--- src/rtl/bdp_defs.svh ---
// Constants for the direct-PWM brushless driver block.
// Assumes a single 125 MHz clock; included by bare name from the rtl files.
`ifndef BDP_DEFS_SVH
`define BDP_DEFS_SVH
`define BDP_CLK_HZ 125000000
`define BDP_PWM_MAX_HZ 40000
// Least period rounds up to whole cycles.
`define BDP_PWM_MIN_CYC ((`BDP_CLK_HZ + `BDP_PWM_MAX_HZ - 1) / `BDP_PWM_MAX_HZ)
`define BDP_DUTY_W 8
`define BDP_DUTY_FULL 8'hFF
`define BDP_PH_A 0
`define BDP_PH_B 1
`define BDP_PH_C 2
`endif

--- src/rtl/bdp_pkg.sv ---
// Types shared by the driver block.
// Assumes bdp_defs.svh supplies the numbers.
package bdp_pkg;
   typedef enum logic [1:0] {
      BDP_RUN = 2'b00,
      BDP_HALT = 2'b01,
      BDP_LIMIT = 2'b10
   } bdp_mode_e;
   typedef struct packed {
      logic [2:0] src;
      logic [2:0] snk;
   } bdp_drive_s;
endpackage

--- src/rtl/bdp_if.sv ---
// PWM carrier between the top and the PWM timebase.
// Assumes one clock domain.
`timescale 1ns/10ps
`include "bdp_defs.svh"
interface bdp_if;
   logic [`BDP_DUTY_W-1:0] duty;
   logic pwm_on;
   logic period_start;
   modport top (output duty, input pwm_on, input period_start);
   modport gen (input duty, output pwm_on, output period_start);
endinterface

--- src/rtl/bdp_pwm_gen.sv ---
// PWM timebase: a cycle counter and an 8-bit duty compare.
// Assumes duty arrives on the interface, synchronous to ref_clk_in.
`timescale 1ns/10ps
`include "bdp_defs.svh"
module bdp_pwm_gen #(
   parameter int PERIOD_CYC = 3200
) (
   // Clock and reset.
   input wire logic ref_clk_in,
   input wire logic rst_n_in,
   // Carrier.
   bdp_if.gen pw
);
   typedef struct packed {
      logic [11:0] cnt;
      logic [`BDP_DUTY_W-1:0] duty;
      logic on;
      logic start;
   } bdp_pwm_st_s;
   bdp_pwm_st_s st_r;
   bdp_pwm_st_s st_nxt;
   localparam logic [11:0] LAST = 12'(PERIOD_CYC - 1);
   // Period of at least the least cycle count keeps frequency bounded.
   initial if (PERIOD_CYC < `BDP_PWM_MIN_CYC) $error("PWM period too short");
   // Duty is latched at each period start so a mid-period change cannot glitch.
   always_comb
   begin
      st_nxt = st_r;
      st_nxt.start = (st_r.cnt == LAST);
      st_nxt.cnt = (st_r.cnt == LAST) ? 12'h000 : 12'(st_r.cnt + 12'h001);
      if (st_r.cnt == LAST)
      begin
         st_nxt.duty = pw.duty;
      end
      // Full code gives full conduction, zero gives none.
      st_nxt.on = (st_r.duty == `BDP_DUTY_FULL) ||
                  ({st_r.cnt, 8'h00} < (20'(st_r.duty) * 20'(PERIOD_CYC)));
   end
   // State register.
   always_ff @(posedge ref_clk_in or negedge rst_n_in)
   begin
      if (!rst_n_in)
      begin
         st_r <= '0;
      end
      else
      begin
         st_r <= st_nxt;
      end
   end
   assign pw.pwm_on = st_r.on;
   assign pw.period_start = st_r.start;
endmodule // bdp_pwm_gen

--- src/rtl/bdp_driver.sv ---
// Top of the direct-PWM three-phase brushless driver.
// Assumes hall, protection and control inputs are synchronous to ref_clk_in.
`timescale 1ns/10ps
`include "bdp_defs.svh"
module bdp_driver #(
   parameter int PERIOD_CYC = 3200
) (
   // Clock and reset.
   input wire logic ref_clk_in,
   input wire logic rst_n_in,
   // Hall sensors.
   input wire logic hall_phase_a_in,
   input wire logic hall_phase_b_in,
   input wire logic hall_phase_c_in,
   // Control.
   input wire logic [7:0] speed_level_in,
   input wire logic halt_in,
   input wire logic reverse_in,
   // Protection.
   input wire logic undervoltage_in,
   input wire logic overtemperature_in,
   input wire logic current_limit_in,
   // Bridge drives, index 0 is phase a.
   output logic [2:0] source_on_out,
   output logic [2:0] sink_on_out,
   // Speed pulses and status.
   output logic speed_pulse_single_out,
   output logic speed_pulse_triple_out,
   output logic source_disabled_out
);
   typedef struct packed {
      bdp_pkg::bdp_drive_s drv;
      logic [2:0] hall;
      logic triple;
      logic primed;
      logic dis;
      logic lim;
      bdp_pkg::bdp_mode_e mode;
   } bdp_top_st_s;
   bdp_top_st_s st_r;
   bdp_top_st_s st_nxt;
   bdp_if pw ();
   bdp_pwm_gen #(.PERIOD_CYC(PERIOD_CYC)) u_pwm (
      .ref_clk_in(ref_clk_in),
      .rst_n_in(rst_n_in),
      .pw(pw)
   );
   assign pw.duty = speed_level_in;
   // Forward commutation table; reverse swaps source and sink.
   function automatic bdp_pkg::bdp_drive_s commutate(input logic [2:0] h, input logic rev);
      bdp_pkg::bdp_drive_s d;
      d = '0;
      case (h) // h = {c, b, a}
         3'h1: d = '{src: 3'h2, snk: 3'h1};
         3'h3: d = '{src: 3'h4, snk: 3'h1};
         3'h2: d = '{src: 3'h4, snk: 3'h2};
         3'h6: d = '{src: 3'h1, snk: 3'h2};
         3'h4: d = '{src: 3'h1, snk: 3'h4};
         3'h5: d = '{src: 3'h2, snk: 3'h4};
         default: d = '0; // Invalid hall code: bridge idle.
      endcase
      if (rev)
      begin
         commutate = '{src: d.snk, snk: d.src};
      end
      else
      begin
         commutate = d;
      end
   endfunction
   logic [2:0] hall_now;
   assign hall_now = {hall_phase_c_in, hall_phase_b_in, hall_phase_a_in};
   // Commutation, protection gating and speed pulse shaping.
   always_comb
   begin
      bdp_pkg::bdp_drive_s d;
      d = commutate(hall_now, reverse_in);
      st_nxt = st_r;
      st_nxt.hall = hall_now;
      // One shared disable: undervoltage, overtemperature and halt land here; current limit does not.
      st_nxt.dis = undervoltage_in | overtemperature_in | halt_in;
      st_nxt.lim = current_limit_in;
      if (halt_in)
      begin
         st_nxt.mode = bdp_pkg::BDP_HALT;
      end
      else if (current_limit_in)
      begin
         st_nxt.mode = bdp_pkg::BDP_LIMIT;
      end
      else
      begin
         st_nxt.mode = bdp_pkg::BDP_RUN;
      end
      // Chopping is applied to source only; sink holds, giving short brake.
      st_nxt.drv.snk = d.snk;
      if (st_nxt.dis || current_limit_in || !pw.pwm_on)
      begin
         st_nxt.drv.src = 3'h0;
      end
      else
      begin
         st_nxt.drv.src = d.src;
      end
      // The hall copy after reset is a guess, so the first sample only primes it.
      st_nxt.primed = 1'b1;
      // Any hall edge toggles the triple pulse: six edges, three periods.
      if (st_r.primed && (hall_now != st_r.hall))
      begin
         st_nxt.triple = ~st_r.triple;
      end
   end
   // State register; direction is assumed steady while running.
   always_ff @(posedge ref_clk_in or negedge rst_n_in)
   begin
      if (!rst_n_in)
      begin
         st_r <= '{drv: '0, hall: 3'h0, triple: 1'b0, primed: 1'b0, dis: 1'b1, lim: 1'b0,
                   mode: bdp_pkg::BDP_HALT};
      end
      else
      begin
         st_r <= st_nxt;
      end
   end
   assign source_on_out = st_r.drv.src;
   assign sink_on_out = st_r.drv.snk;
   assign speed_pulse_single_out = st_r.hall[`BDP_PH_A];
   assign speed_pulse_triple_out = st_r.triple;
   assign source_disabled_out = st_r.dis;

   // Checks.
   property p_cut_off;
      @(posedge ref_clk_in) disable iff (!rst_n_in)
      (undervoltage_in | overtemperature_in | halt_in) |=> (source_on_out == 3'h0);
   endproperty
   a_cut_off: assert property (p_cut_off) else $error("source on during cutoff");
   property p_limit;
      @(posedge ref_clk_in) disable iff (!rst_n_in)
      current_limit_in |=> (source_on_out == 3'h0);
   endproperty
   a_limit: assert property (p_limit) else $error("source on during limit");
   property p_brake;
      @(posedge ref_clk_in) disable iff (!rst_n_in)
      (current_limit_in && $stable(hall_now) && $stable(reverse_in))
         |=> (sink_on_out == $past(sink_on_out) || $past(sink_on_out) == 3'h0);
   endproperty
   a_brake: assert property (p_brake) else $error("sink dropped in limit");
   property p_onehot;
      @(posedge ref_clk_in) disable iff (!rst_n_in)
      $onehot0(source_on_out) && $onehot0(sink_on_out) && !(|(source_on_out & sink_on_out));
   endproperty
   a_onehot: assert property (p_onehot) else $error("bad phase selection");
   property p_single;
      @(posedge ref_clk_in) disable iff (!rst_n_in)
      1'b1 |=> (speed_pulse_single_out == $past(hall_phase_a_in));
   endproperty
   a_single: assert property (p_single) else $error("single pulse mismatch");
   property p_triple;
      @(posedge ref_clk_in) disable iff (!rst_n_in)
      (st_r.primed && (hall_now != st_r.hall))
         |=> (speed_pulse_triple_out != $past(speed_pulse_triple_out));
   endproperty
   a_triple: assert property (p_triple) else $error("triple pulse missed");
   property p_dis;
      @(posedge ref_clk_in) disable iff (!rst_n_in)
      !halt_in ##1 !halt_in |-> (source_disabled_out == $past(undervoltage_in | overtemperature_in));
   endproperty
   a_dis: assert property (p_dis) else $error("disable mismatch");
   property p_src_sink;
      @(posedge ref_clk_in) disable iff (!rst_n_in)
      (|source_on_out) |-> (|sink_on_out) && !source_disabled_out;
   endproperty
   a_src_sink: assert property (p_src_sink) else $error("source without sink");
   c_run: cover property (@(posedge ref_clk_in) disable iff (!rst_n_in) |source_on_out);
   c_limit: cover property (@(posedge ref_clk_in) disable iff (!rst_n_in)
      st_r.mode == bdp_pkg::BDP_LIMIT && |sink_on_out);
   c_triple: cover property (@(posedge ref_clk_in) disable iff (!rst_n_in)
      $rose(speed_pulse_triple_out));
endmodule // bdp_driver

--- config.mk ---
export PLATFORM = sky130hd
export DESIGN_NAME = bdp_driver
export DESIGN_NICKNAME = d
export VERILOG_FILES = /design/src/rtl/bdp_pkg.sv /design/src/rtl/bdp_if.sv /design/src/rtl/bdp_pwm_gen.sv /design/src/rtl/bdp_driver.sv
export VERILOG_INCLUDE_DIRS = /design/src /design/src/rtl
export SDC_FILE = /design/constraint.sdc
export NUM_CORES = 1
export LEC_CHECK = 0
export BUFFER_PORTS_ARGS = -buffer_cell sky130_fd_sc_hd__buf_2
export CORE_ASPECT_RATIO = 1.25
export CORE_MARGIN = 2
export CORE_UTILIZATION = 50
export CTS_BUF_LIST = sky130_fd_sc_hd__clkbuf_8
export DETAILED_ROUTE_END_ITERATION = 8
export PLACE_DENSITY = 0.7
export SYNTH_ARGS = -nofsm -noshare
export SYNTH_HDL_FRONTEND = slang
export SYNTH_SLANG_ARGS = --single-unit
--- constraint.sdc ---
create_clock -name ref_clk_in -period 6.85 [get_ports ref_clk_in]
set_input_delay 1.0275 -clock ref_clk_in [delete_from_list [all_inputs] [get_ports ref_clk_in]]
set_output_delay 1.0275 -clock ref_clk_in [all_outputs]
set_load 0.01 [all_outputs]
**Word-level counts from Yosys, hierarchy flattened**

Cells that the tools add are included.

- Flip-flop bits (word level): 33
- Bits of input ports: 18
- Output and inout bits: 9
- Word-level logic and storage cells: 33

- $add $sub $neg: 1
- Multipliers: 1
- Order comparisons: 1
- Eq/ne operators: 9
- Mux-type cells: 4
- Bitwise logic cells: 3
- Reduce and logical (&&, ||, !) cells: 5

Operator list:

| operator | number |
|---|---|
| case mux 6 bit (6 select lines) | 1 |
| less-than comparator 20 bit | 1 |
| multiplier 8 x 5 -> 13 bit (second input constant) | 1 |
| adder 12 x 1 -> 12 bit (second input constant) | 1 |
| == test 12 bit (second input constant) | 1 |
| two-way mux 12 bit | 1 |
| == test 3 bit (second input constant) | 3 |
| == test 8 bit (second input constant) | 1 |
| == test 3 x 2 -> 1 bit (second input constant) | 2 |
| two-way mux 6 bit | 1 |
| == test 3 x 1 -> 1 bit (second input constant) | 1 |
| logical OR 1 bit | 3 |
| two-way mux 3 bit | 1 |
| != test 3 bit | 1 |
| bitwise OR 1 bit | 2 |
| logical AND 1 bit | 1 |
| logical NOT 1 bit | 1 |
| NOT 1 bit | 1 |

**Longest topological paths before layout**

- Depth after elaboration: 5
- Gate-level depth with buffers: 17
- Mapped depth without buffers: 17

**Cells and area by module**

Synthesis repeated with hierarchy kept, for this count alone.

- Cell total of the unflattened synthesis: 230
- Area total of the unflattened synthesis: 2,416.1 um2

By module, submodules not included:

| module | times used | cells an instance | area an instance (um2) | seq. area each (um2) |
|---|---|---|---|---|
| bdp_pwm_gen | 1 | 184 | 1,886.8 | 550.5 |
| bdp_driver | 1 | 46 | 529.3 | 301.5 |

**Least setup slack after synthesis**

Ideal clock, no wire load.

- Path kind: flip-flop to flip-flop
- From: register u_pwm.st_r[4] in the netlist's numbering
- To: register u_pwm.st_r, in the netlist u_pwm.pw.pwm_on
- Library setup time: 0.128 ns
- Arrival: 3.255 ns
- Path slack: 3.468 ns
- Stages on the path, launching flop included: 14
- Path buffers: 0
- Clock period less this slack: 3.382 ns
- Cells stage by stage: dfrtp_1 > ha_1 > ha_1 > fa_1 > ha_1 > nor2b_1 > o21ai_0 > a21oi_1 > nor4b_1 > a211oi_1 > ha_1 > nand4_1 > nor4_1 > o21ai_0

RTL lines:

| what | RTL line | source |
|---|---|---|
| start: declaration | bdp_pwm_gen.sv:20 | `bdp_pwm_st_s st_r;` |
| start signal: assignment | bdp_pwm_gen.sv:48 | `st_r <= st_nxt;` |

==> out/qor.yml <==
worst_setup_path:
  critPathKind: "register to register"
  arrival_ns: 3.82
  cpLargestDelayFamily: "adder cells"
  crit_path_max_fanout: 4
  crit_required_ns: 7.02
  path_cells: "ha_1 > ha_1 > fa_1 > ha_1 > nor2b_1 > o21ai_0 > a21oi_1 > nor4b_1 > a211oi_1 > ha_1 > nand4_1 > nor4_1 > o21ai_0"
  crit_top_cell: "ha_1"
  slowest_stage: "fa_1"
  startpoint_type: "register"
  slowest_delay_ns: 0.46
  cp.buffers_inverters: 0
  worst_setup_path_end_kind: "register"
die:
  initial_utilization_pct: 52.56
  ioPinCount: 27
  dieArea_um2: 5217
  core_um2: 4425
  fp-row-count: 27
  die_y_um: 80.26
  die_w_um: 65.01
clock_tree:
  ctsResizeCount: 0
  clkLatencyLatePin_ns: 0.29
  ctsLongestPathBuffers: 2
  htree_levels: 2
  post-cts-setup-buffers: 0
  tritoncts: "built"
  cts-buffers-inserted: 5
  ctsHoldBuffers: 0
  cts-root-buf: "clkbuf_8"
  cts.sinks: 33
  clkTransAtPathRegs_ns: 0.07
drt:
  drc: 0
  drt-initial-drc-count: 75
  routed_wl_mm: 3.939
  wl_per_cell_um: 12.58
  vias_per_cell: 5.236
  drt_first_pass_iters: 4
  route.vias.total: 1639
  ant_nets: 0
synth:
  synth_area_leaders: "dfrtp_1 34%, ha_1 22%, xnor2_1 3.8%"
  ys_warn_count: 0
  ys_seq_elements: 33
  syn_inst: 230
  synth_top_cell_area_share_pct: 34.43
  synth-async-reset-ratio_pct: 100.0
  synth_edf_count: 0
  ys_types: 38
  ys.flop_type: "dfrtp_1"
  synth_nets: 292
  synth_top_area_cell: "dfrtp_1"
  syn_area_per_cell_um2: 10.11
  ys_seq_area_share_pct: 35.56
  syn_area_um2: 2326
global_route:
  grt_pass1_vias: 1587
  overflow: 0
  grt_pass1_wl_mm: 6.706
  grt_antenna_before_repair: 0
  grt.total_usage_pct: 17.00
  grt_max_degree: 34
finish:
  nets: 316
  layout-drive-gt1-share_pct: 16.47
  final_cell_mix: "41 x ha_1, 32 x dfrtp_1, 26 x buf_2"
  num_antenna_cells: 0
  mostFrequentLayoutCell: "ha_1"
  syn_to_final_growth_pct: 10.97
  post-route-util_pct: 58.33
timing:
  maxSlewHeadroom_pct: 49.51
  rsz0062_at_grt: "no"
  clock_skew_ns: 0.007829
  fmax_ghz: 0.2739
  drv_slew: 0
  setup_viol: 0
  fin_crit_ns: 3.650
  hold_viol: 0
  tightest_slew_ns: 0.7565
  min_period_over_period_pct: 53.29
  setup_tns_ns: 0
power_and_ir_drop:
  p_leak_nw: 1.338
  powerDensity_nw_per_um2: 161.9
  peakVddDrop_v: 0.00008424
placement:
  gp_congestion: 0.8102
  port_buffers: 26
  dp_hpwl_mm: 3.042
job:
  cap_viol_max_count: 0
hold_path:
  min_path_type: "register to register"
status:
  status: "complete, no violations"
synth_stat cells (2+ instances only):
cell / number
nand3b_1: 2
xor2_1: 10
o211ai_1: 2
o21ai_0: 9
inv_1: 16
ha_1: 41
fa_1: 3
dfrtp_1: 32
xnor2_1: 10
mux2_1: 4
mux2_2: 4
nand2b_1: 3
nand4_1: 2
nor2_1: 22
a21oi_1: 10
clkbuf_1: 2
nand3_1: 9
nand2_1: 14
nor3_1: 2
or3b_2: 2
and3_1: 2
nor4_1: 4
buf_4: 6
nor2b_1: 5
stage by stage:
| step | area (µm²) | power (W) | worst slack [ns] | cells | hold slack [ns] |
|---|---|---|---|---|---|
| floorplan | 2326 | 0.0002197 | 3.468 | 230 | 0.4671 |
| global placement | 2465 | 0.0002326 | 3.315 | 305 | 0.4576 |
| detailed placement | 2465 | 0.0002336 | 3.215 | 305 | 0.4738 |
| CTS | 2581 | 0.0004247 | 3.182 | 313 | 0.4868 |
| global route | 2581 | 0.0004364 | 2.911 | 313 | 0.5041 |
| finish | 2581 | 0.0004179 | 3.200 | 313 | 0.4768 |
kinds of logic after synthesis:
group                    share of synthesized area, %
AO/OA/AOI/OAI                                   5.702
multiplexers                                    4.303
AND/OR/NAND/NOR                                 16.78
flip-flops                                      35.56
other                                          0.1612
adder cells (fa/ha/maj)                         24.64
XOR/XNOR                                        7.531
buffers and inverters                           5.325
layout make-up:
| cell class | count | area [µm²] |
|---|---|---|
| Fill cell | 386 | 1844 |
| Multi-Input combinational cell | 172 | 1375 |
| Sequential cell | 33 | 827.0 |
| Timing Repair Buffer | 26 | 130.1 |
| Clock buffer | 6 | 82.58 |
| Tap cell | 58 | 72.57 |
| Inverter | 16 | 60.06 |
| Clock inverter | 2 | 33.78 |
power breakdown:
part           switching [W]  total [W]  internal, W
clock              0.0000717   0.000189     0.000117
sequential        0.00000267   0.000203     0.000201
combinational      0.0000144  0.0000258    0.0000113
total              0.0000888   0.000418     0.000329
worst reg2reg max path: cells and delay by family (launching register included):
kind            cells  cell delay (ns)
fa+ha+maj           5             1.76
simple gates        4             0.80
compound gates      4             0.54
flops               1             0.42
sequential cells by signal, indices dropped and copies added, names as in the netlist:
name / cells
sink_on_out: 3
source_disabled_out: 1
source_on_out: 3
speed_pulse_single_out: 1
speed_pulse_triple_out: 1
st_r: 3
u_pwm.pw.pwm_on: 1
u_pwm.st_r: 20
layer usage:
layer	global-route usage (%)	vias to the layer above	routed length (µm)	share of wire [%]
met5	0	-	0	0
met3	3.922	5	135	3.4
li1	-	832	-	-
met4	7.021	0	79	2.0
met2	31.55	31	2020	51
met1	18.26	771	1703	43
path summary, 6_finish.rpt:
path / cells past startpoint / end / start / slack [ns]
max: 13 / u_pwm.pw.pwm_on$_DFF_PN0_ / u_pwm.st_r[4]$_DFFE_PN0N_ / 3.20
min: 1 / speed_pulse_triple_out$_DFFE_PN0P_ / speed_pulse_triple_out$_DFFE_PN0P_ / 0.48
max reg2reg: 13 / u_pwm.pw.pwm_on$_DFF_PN0_ / u_pwm.st_r[4]$_DFFE_PN0N_ / 3.20
min reg2reg: 1 / speed_pulse_triple_out$_DFFE_PN0P_ / speed_pulse_triple_out$_DFFE_PN0P_ / 0.48
max in group asynchronous: 1 / u_pwm.st_r[12]$_DFF_PN0_ / rst_n_in / 5.57
min in group asynchronous: 1 / u_pwm.st_r[5]$_DFFE_PN0N_ / rst_n_in / 0.80
No activity file was read; power rests on OpenSTA's default activity.
